**src/inc/frame_pkg.sv**
```systemverilog
package frame_pkg;
   // ************************************************************
   // register map (byte addresses)
   // ************************************************************
   localparam logic [7:0] main_control_addr  = 8'h00;
   localparam logic [7:0] frame_control_addr = 8'h04;
   localparam logic [7:0] status_addr        = 8'h08;
   localparam logic [7:0] tx_data_addr       = 8'h0C;
   localparam logic [7:0] rx_data_addr       = 8'h10;
   // ************************************************************
   // frame control fields
   // ************************************************************
   localparam int          fen_bit    = 15;
   localparam int          fdir_bit   = 14;
   localparam int          fpol_bit   = 13;
   localparam int          fdly_bit   = 1;
   localparam logic [15:0] frame_mask = 16'hE002;
   localparam logic [15:0] frame_rst  = 16'h0000;
   // ************************************************************
   // main control fields
   // ************************************************************
   localparam int          ppre_lo    = 0;
   localparam int          cke_bit    = 8;
   localparam int          ckp_bit    = 6;
   localparam logic [15:0] main_mask  = 16'h0143;
   localparam logic [15:0] main_rst   = 16'h0000;
   localparam logic [1:0]  ppre_64    = 2'h0;
   localparam logic [1:0]  ppre_16    = 2'h1;
   localparam logic [1:0]  ppre_4     = 2'h2;
   localparam logic [1:0]  ppre_1     = 2'h3;
   localparam int          word_bits  = 16;
endpackage : frame_pkg

```
**src/inc/shift_if.sv**
```systemverilog
`timescale 1ns/1ps
interface shift_if;
   logic        start;
   logic        busy;
   logic        done;
   logic        sck_rise;
   logic        sck_fall;
   logic [5:0]  half_div;
   modport ctrl (output start, output half_div,
                 input busy, input done, input sck_rise, input sck_fall);
   modport gen  (input start, input half_div,
                 output busy, output done, output sck_rise,
                 output sck_fall);
endinterface : shift_if

```
**src/design/bit_clock_gen.sv**
```systemverilog
`timescale 1ns/1ps
module bit_clock_gen #(
   parameter int bits = 17
) (
   input  wire logic pclk,
   input  wire logic presetn,
   shift_if.gen      sif
);
   // ************************************************************
   // state
   // ************************************************************
   typedef struct packed {
      logic [5:0] cnt;
      logic       phase;
      logic [5:0] edges;
      logic       busy;
      logic       done;
      logic       rise;
      logic       fall;
   } gen_t;
   gen_t s;
   gen_t next_s;

   always_comb begin
      next_s = s;
      next_s.done = 1'b0;
      next_s.rise = 1'b0;
      next_s.fall = 1'b0;
      if (!s.busy) begin
         if (sif.start) begin
            next_s.busy  = 1'b1;
            next_s.cnt   = sif.half_div;
            next_s.phase = 1'b0;
            next_s.edges = 6'h00;
         end
      end else if (s.cnt == 6'h00) begin
         next_s.cnt   = sif.half_div;
         next_s.phase = !s.phase;
         next_s.rise  = !s.phase;
         next_s.fall  = s.phase;
         if (s.phase) begin
            next_s.edges = s.edges + 6'h01;
            if (s.edges == 6'(bits - 1)) begin
               next_s.busy = 1'b0;
               next_s.done = 1'b1;
            end
         end
      end else begin
         next_s.cnt = s.cnt - 6'h01;
      end
   end

   always_ff @(posedge pclk or negedge presetn) begin
      if (!presetn) begin
         s <= '0;
      end else begin
         s <= next_s;
      end
   end

   assign sif.busy     = s.busy;
   assign sif.done     = s.done;
   assign sif.sck_rise = s.rise;
   assign sif.sck_fall = s.fall;
endmodule : bit_clock_gen

```
**src/design/spi_framed_mode_control.sv**
```systemverilog
// Implementation choices: the register addresses and the APB register port.
`timescale 1ns/1ps
// Operation
// - framed enable bit turns framed mode on; slave select carries sync.
// - sync direction bit: 1 receive sync as slave, 0 drive it.
// - sync polarity bit: 1 active-high, 0 active-low, both directions.
// - in framed mode the clock-edge select bit is ignored.
// - primary prescale: code 01 divides by 16, code 00 by 64.
module spi_framed_mode_control (
   input  wire logic        pclk,
   input  wire logic        presetn,
   input  wire logic        psel,
   input  wire logic        penable,
   input  wire logic        pwrite,
   input  wire logic [7:0]  paddr,
   input  wire logic [31:0] pwdata,
   output logic [31:0]      prdata,
   output logic             pready,
   output logic             pslverr,
   output logic             sck_out,
   output logic             sdo,
   input  wire logic        sdi,
   input  wire logic        slave_select_pin_in,
   output logic             slave_select_pin_out,
   output logic             slave_select_pin_oe_n
);
   // ************************************************************
   // state
   // ************************************************************
   typedef enum {idle, lead, shift, wait_sync} mode_t;
   typedef struct packed {
      logic [15:0] main_ctl;
      logic [15:0] frame_ctl;
      logic [15:0] tx;
      logic [15:0] rx;
      logic [15:0] sh;
      logic        rx_full;
      logic        pending;
      logic [31:0] rdata;
      logic        ready;
      logic        err;
      logic        sck;
      logic        sdo;
      logic        fs_out;
      logic        fs_oe_n;
      logic [1:0]  fs_sync;
      logic        fs_prev;
      logic [1:0]  di_sync;
      logic        first;
      logic [4:0]  nbits;
      mode_t       mode;
   } st_t;
   st_t s;
   st_t next_s;

   shift_if sif ();

   bit_clock_gen #(.bits(frame_pkg::word_bits + 1)) u_gen (
      .pclk    (pclk),
      .presetn (presetn),
      .sif     (sif)
   );

   function automatic logic [5:0] half_div(input logic [1:0] code);
      unique case (code)
         frame_pkg::ppre_64: half_div = 6'h1F;
         frame_pkg::ppre_16: half_div = 6'h07;
         frame_pkg::ppre_4:  half_div = 6'h01;
         frame_pkg::ppre_1:  half_div = 6'h00;
      endcase
   endfunction : half_div

   localparam logic [4:0] last_bit = 5'(frame_pkg::word_bits - 1);

   logic fen;
   logic fdir;
   logic fpol;
   logic fdly;
   logic ckp;
   logic acc;
   logic tx_wr;
   logic fs_active;
   assign fen  = s.frame_ctl[frame_pkg::fen_bit];
   assign fdir = s.frame_ctl[frame_pkg::fdir_bit];
   assign fpol = s.frame_ctl[frame_pkg::fpol_bit];
   assign fdly = s.frame_ctl[frame_pkg::fdly_bit];
   assign ckp  = s.main_ctl[frame_pkg::ckp_bit];
   assign acc  = psel && penable && !s.ready;
   assign tx_wr = acc && pwrite && (paddr == frame_pkg::tx_data_addr);
   assign fs_active = (s.fs_sync[1] == fpol);
   assign sif.half_div = half_div(
      s.main_ctl[frame_pkg::ppre_lo +: 2]);

   always_comb begin
      next_s = s;
      next_s.ready = acc;
      next_s.err   = 1'b0;
      next_s.fs_sync = {s.fs_sync[0], slave_select_pin_in};
      next_s.di_sync = {s.di_sync[0], sdi};
      next_s.fs_prev = s.fs_sync[1];
      sif.start = 1'b0;
      // ************************************************************
      // apb slave, one wait state
      // ************************************************************
      if (acc) begin
         next_s.rdata = 32'h0000_0000;
         unique case (paddr)
            frame_pkg::main_control_addr: begin
               if (pwrite) begin
                  next_s.main_ctl = pwdata[15:0] & frame_pkg::main_mask;
               end
               next_s.rdata[15:0] = s.main_ctl;
            end
            frame_pkg::frame_control_addr: begin
               if (pwrite) begin
                  next_s.frame_ctl = pwdata[15:0] & frame_pkg::frame_mask;
               end
               next_s.rdata[15:0] = s.frame_ctl;
            end
            frame_pkg::status_addr: begin
               next_s.rdata[2:0] = {s.mode != idle, s.pending, s.rx_full};
            end
            frame_pkg::tx_data_addr: begin
               if (pwrite) begin
                  next_s.tx      = pwdata[15:0];
                  next_s.pending = 1'b1;
               end
               next_s.rdata[15:0] = s.tx;
            end
            frame_pkg::rx_data_addr: begin
               next_s.rdata[15:0] = s.rx;
               if (!pwrite) begin
                  next_s.rx_full = 1'b0;
               end
            end
            default: next_s.err = 1'b1;
         endcase
      end
      next_s.fs_oe_n = !(fen && !fdir);
      next_s.sck     = ckp;
      unique case (s.mode)
         idle: begin
            next_s.fs_out = !fpol;
            next_s.first  = 1'b1;
            // framed start: master on data, slave on sync
            // a tx write in the start cycle keeps pending: set wins
            if (fen && s.pending && !fdir && !sif.busy) begin
               sif.start      = 1'b1;
               next_s.sh      = s.tx;
               next_s.nbits   = 5'h00;
               next_s.pending = tx_wr;
               next_s.mode    = fdly ? lead : shift;
            end else if (fen && fdir) begin
               next_s.mode    = wait_sync;
            end
         end
         wait_sync: begin
            if (!fen || !fdir) begin
               next_s.mode = idle;
            end else if (fs_active && (s.fs_prev != fpol) && !sif.busy) begin
               sif.start      = 1'b1;
               next_s.sh      = s.tx;
               next_s.nbits   = 5'h00;
               next_s.pending = tx_wr;
               next_s.mode    = fdly ? lead : shift;
            end
         end
         lead: begin
            next_s.fs_out = fpol;
            if (sif.sck_fall) begin
               next_s.fs_out = !fpol;
               next_s.mode   = shift;
            end
         end
         shift: begin
            next_s.sck = s.sck ^ sif.sck_rise ^ sif.sck_fall;
            // framed: data changes on idle-to-active edge, cke unused
            if (sif.sck_rise) begin
               next_s.sdo = s.sh[15];
            end
            if (sif.sck_fall) begin
               next_s.sh    = {s.sh[14:0], s.di_sync[1]};
               next_s.first = 1'b0;
               next_s.nbits = s.nbits + 5'h01;
            end
            // without lead, sync with first bit, dropped as it ends
            next_s.fs_out = (next_s.first && !fdly) ? fpol : !fpol;
            // own bit count: without lead the generator runs one period on
            if (sif.sck_fall && (s.nbits == last_bit)) begin
               next_s.rx      = next_s.sh;
               next_s.rx_full = 1'b1;
               next_s.mode    = idle;
            end
         end
      endcase
      // non-framed operation lives in the main shift engine
      if (!fen) begin
         next_s.mode   = idle;
         next_s.fs_out = 1'b1;
      end
   end

   always_ff @(posedge pclk or negedge presetn) begin
      if (!presetn) begin
         s           <= '0;
         s.main_ctl  <= frame_pkg::main_rst;
         s.frame_ctl <= frame_pkg::frame_rst;
         s.fs_out    <= 1'b1;
         s.fs_oe_n   <= 1'b1;
         s.mode      <= idle;
      end else begin
         s <= next_s;
      end
   end

   assign prdata                = s.rdata;
   assign pready                = s.ready;
   assign pslverr               = s.err;
   assign sck_out               = s.sck;
   assign sdo                   = s.sdo;
   assign slave_select_pin_out  = s.fs_out;
   assign slave_select_pin_oe_n = s.fs_oe_n;
endmodule : spi_framed_mode_control

```
**config.mk**
```make
export PLATFORM = sky130hd
export DESIGN_NAME = spi_framed_mode_control
export DESIGN_NICKNAME = d
export VERILOG_FILES = /design/src/inc/frame_pkg.sv /design/src/inc/shift_if.sv /design/src/design/bit_clock_gen.sv /design/src/design/spi_framed_mode_control.sv
export SDC_FILE = /design/constraint.sdc
export NUM_CORES = 1
export LEC_CHECK = 0
export ABC_CLOCK_PERIOD_IN_PS = 1950
export BUFFER_PORTS_ARGS = -buffer_cell sky130_fd_sc_hd__buf_2
export CORE_UTILIZATION = 52
export DETAILED_ROUTE_END_ITERATION = 10
export PLACE_DENSITY = 0.79
export SLEW_MARGIN = 20
export SYNTH_ARGS = -nofsm -noshare
export SYNTH_HDL_FRONTEND = slang
export SYNTH_SLANG_ARGS = --single-unit
```
**constraint.sdc**
```tcl
create_clock -name pclk -period 1.95 [get_ports pclk]
set_input_delay 0.39 -clock pclk [delete_from_list [all_inputs] [get_ports pclk]]
set_output_delay 0.39 -clock pclk [all_outputs]
set_load 0.01 [all_outputs]
```
# Word level (Yosys, flattened, before mapping)
# Index checks and enable logic that the tools add are counted.
# totals
reg_bits	139
out_inout_bits	38
elab_cells	150
# op_classes
addsub	3
n_eq_ne	25
mux	53
bitwise_logic	2
reduce_logical	41
# ops
cell	count
$mux W32	6
$pmux W32 S4	1
$eq A32 B2 Y1 const B	2
$mux W16	4
$pmux W13 S4	1
$pmux W16 S3	1
$mux W37	1
$mux W34	1
$eq A32 B1 Y1 const B	1
$logic_not A32 Y1	1
$reduce_bool A32 Y1	1
$mux W14	2
$pmux W6 S4	1
$mux W1	18
$mux W6	3
$eq A8 B4 Y1 const B	2
$pmux W3 S5	1
$pmux W5 S3	1
$logic_and A1 B1 Y1	13
$reduce_and A3 Y1	4
$mux W11	1
$mux W5	2
$eq A8 B3 Y1 const B	1
$eq A8 B5 Y1 const B	1
31 further kinds	54

# Logic depth before layout (Yosys ltp)
# depth
word_depth	8
depth_mapped	9
mapped_depth_nobuf	7

# Hierarchy
# A second synthesis with hierarchy kept.
# hier_totals
hier_cells	550
hier_area_um2	5631.7
# by_module_without_submodules
module	instances	cells_per_inst	area_per_inst_um2
spi_framed_mode_control	1	452	4683.2
bit_clock_gen	1	98	948.4

# Worst setup path before layout
# OpenSTA, ideal clock, no wires.
# synth_timing
kind	flip-flop to flip-flop
start	reg s[0] in the netlist's numbering
end	reg s[86] in the netlist's numbering
arrival_ps	1821
setup_slack_ps	4
path_stages_with_launch	10
synth_period_minus_slack_ps	1946
path_cell_list	dfrtp_1 inv_1 ha_1 clkbuf_2 and4bb_2 o21ai_2 a211o_4 buf_6 o22ai_1 nor2_1
# synth_via
elab_chain_cells	3
elab_cells_between_ends	9
cone_classes	eq/ne (5); mux (1); reduce/logical (3)
# synth_lines
item	line_no	source
start: declaration	spi_framed_mode_control.sv:53	st_t s;
start signal: assignment	spi_framed_mode_control.sv:212	s <= next_s;
$eq A32 B2 Y1 or $logic_not A32 Y1 (tied branches)	spi_framed_mode_control.sv:141	unique case (s.mode)
$ne A2 B2 Y1 (no source line) or $reduce_bool A3 Y1 (tied branches)	-	
$reduce_and A4 Y1 (no source line)	-	
# Parallel ways exist; a longest one is shown, timed or not.
# A chain may end at the register's enable or synchronous reset.

# Final worst setup path
# layout_timing
start	reg s[1] in the netlist's numbering
end	reg s[83] in the netlist's numbering
# Same word-level chain as after synthesis.

==> reports/results.txt <==
maximum fanout along the worst path = 9
final setup margin = 78.35 ps
GRT Resource Usage Total = 23.69%
Reg clk slew, reported paths = 110 ps
initial antenna violation count = 0
Pleak = 3.012 nW
Final Util = 60.88%
top cell type's share of synthesized area = 48.03%
pwr dens = 802.9 nW/um^2
Synth Area in Adders = 2.244%
Ant. Diodes = 0
Main synth FF type = dfrtp_1
Arr. time, crit path = 2160 ps
HP Class = in2reg
Post-synth EDFFs = 0
ratio of cells with drive above 1 in the final layout = 33.10%
simple-gate area share of the yosys netlist = 14.41%
Initial Util = 53.76%
asr flop ratio synth = 100.0%
largest family of logic cells by synthesized area = simple AND/OR/NAND/NOR gates
pre-CTS WS = -42.41 ps
latest clock arrival within the worst-skew pair = 400 ps
Pins Over Slew Limit = 0
# setup viols final = 0
Final HPWL DP = 8.676 mm
synthesized area = 5575 um^2
core area = 10370 um^2
final wirelength = 12.50 mm
Setup CP Type = reg2reg
first-pass GRT wire length = 20.58 mm
Tmin final = 1872 ps
Synth Warn # = 0
Final Cell Area = 6314 um^2
startpoint types = register
Max Clock Skew = 10.36 ps
Post-Synth XOR/XNOR Area = 1.257%
Chip Height = 105.5 um
Final Hold Fails = 0
Post-DRT Antenna Nets = 0
Compound-Gate Fraction of Synth Area = 14.09%
CTS buffer count = 9
vias in the first global route = 4218
setup slack, reg-to-reg = 80 ps
gr ovfl total = 0
largest net degree at the start of global routing = 43
dpl cell area = 5986 um^2
VDD IR-drop max = 411.1 uV
Yosys top cell by area = dfrtp_1
count leader, synth = dfrtp_1
Yosys reg bits = 109
clock buffer depth = 2
Max Clk Rate = 534.3 MHz
Max-Cap Viols = 0
Cell Chain, Critical Path = inv_1, ha_4, and4bb_2, o21ai_4, a21o_1, buf_4, o32ai_1, nor2_1
Synth cell types = 70
commonest cells in the netlist = 107 x dfrtp_1, 49 x mux2_2, 44 x nand2_1, 39 x nor2_1, 34 x buf_4
crit share post-route = 95.98%
total number of vias = 4125
status = completed
routability congestion estimate from global placement = 0.8784
DRC = 0
final net count = 626
Syn Inst Count = 510
DR pass1 iterations = 5
Synth area leaders = dfrtp_1 48%, mux2_2 9.9%, buf_4 4.6%
port bufs = 52
DRT iter0 DRCs = 227
H-tree levels = 3
CTS tree = yes
syn avg cell area = 10.93 um^2
TNS Setup = 0 ps
CTS sink count = 109
die area = 11140 um^2
mux cell area share after synthesis = 11.15%
chip width = 105.5 um
CP Capture Type = register
Area Growth Syn to Fin = 13.24%
IO Count = 85
crit-path max cell delay = 370 ps
WL/cell = 17.61 um
Slowest-stage cell, CP = dfrtp_1
sequential fraction of the synthesis area = 48.97%
num rows = 37
clock root cell = clkbuf_8
vias per std cell = 5.810
Worst EP required = 2240 ps
-- area by class of cell --
class / count / area [um^2]
clock buffer: 9 / 123.9
clock inverter: 7 / 116.4
fill: 838 / 4056
inverter: 15 / 56.30
multi-input combinational: 344 / 2525
sequential: 109 / 2730
tap: 136 / 170.2
timing repair buffer: 90 / 591.8
-- layout by cell type (no fill, tap or decap), drive strengths merged, types with 4 or more instances in the layout --
cell	n
nand3b	4
mux2	49
nor2	41
nand2b	7
nand3	15
mux2i	7
conb	16
o21ai	23
nand4	5
inv	18
o22ai	21
ha	10
o32ai	14
nor3	9
xor2	4
and3	6
nand2	45
buf	89
clkbuf	9
dfrtp	107
xnor2	4
a21oi	6
a22oi	14
-- where the power goes --
part / total (mW) / leakage, nW / switching [mW] / internal, mW
Sequential: 2.68 / 1.46 / 0.221 / 2.46
Combinational: 0.767 / 1.43 / 0.402 / 0.365
Clock: 1.62 / 0.121 / 0.859 / 0.759
-- per-layer routing --
metal,track usage (%),up-vias,wire [um]
met5,0,-,0
met4,9.325,0,312
met3,4.947,23,573
met2,40.60,126,6356
met1,29.32,2074,5260
li1,-,1902,-
-- registers in the layout, summed over array words and instances (netlist names), 3 cells and up --
register	flops
next_s	3
prdata	16
s	63
u_gen.s	13
-- critical path: cells and delay by family, from the launching register on --
kind	cells	cell delay, ps
simple gates	2	370
flops	1	370
fa+ha+maj	1	180
compound gates	3	570
buf+inv	2	290
-- cell families (layout without fill, tap and decap cells) --
| family | Yosys count | after routing |
|---|---|---|
| other | 1 | 16 |
| multiplexers | 56 | 56 |
| flip-flops | 109 | 109 |
| AND/OR/NAND/NOR | 150 | 150 |
| AO/OA/AOI/OAI | 104 | 104 |
| buffers and inverters | 72 | 121 |
| XOR/XNOR | 8 | 8 |
| adder cells (fa/ha/maj) | 10 | 10 |
-- per-stage QoR --
step,hold slack [ps],power [mW],std cells
2_1_floorplan,94.41,3.238,525
3_3_place_gp,333.7,3.415,691
3_5_place_dp,337.2,3.478,691
4_1_cts,89.31,5.074,710
5_1_grt,82.83,5.297,710
6_report,91.16,5.069,710
-- what timing repair did --
item                                    in CTS  in global routing
hold buffers                                 1                  0
resized for setup                            0                 14
endpoints found under the setup margin      11                 22
pin swaps                                    0                  2
endpoints found under the hold margin       27                  0
setup buffers                                2                  0
-- final timing paths --
path / start / endpoint / depth (start not counted)
max: s[1] / s[83] / 8
min: sdi / next_s[39] / 1
max reg2reg: s[1] / s[83] / 8
min reg2reg: next_s[42] / next_s[40] / 0
max in group asynchronous: presetn / s[39] / 3
min in group asynchronous: presetn / prdata[7] / 2
(Power assumes the default switching activity.)
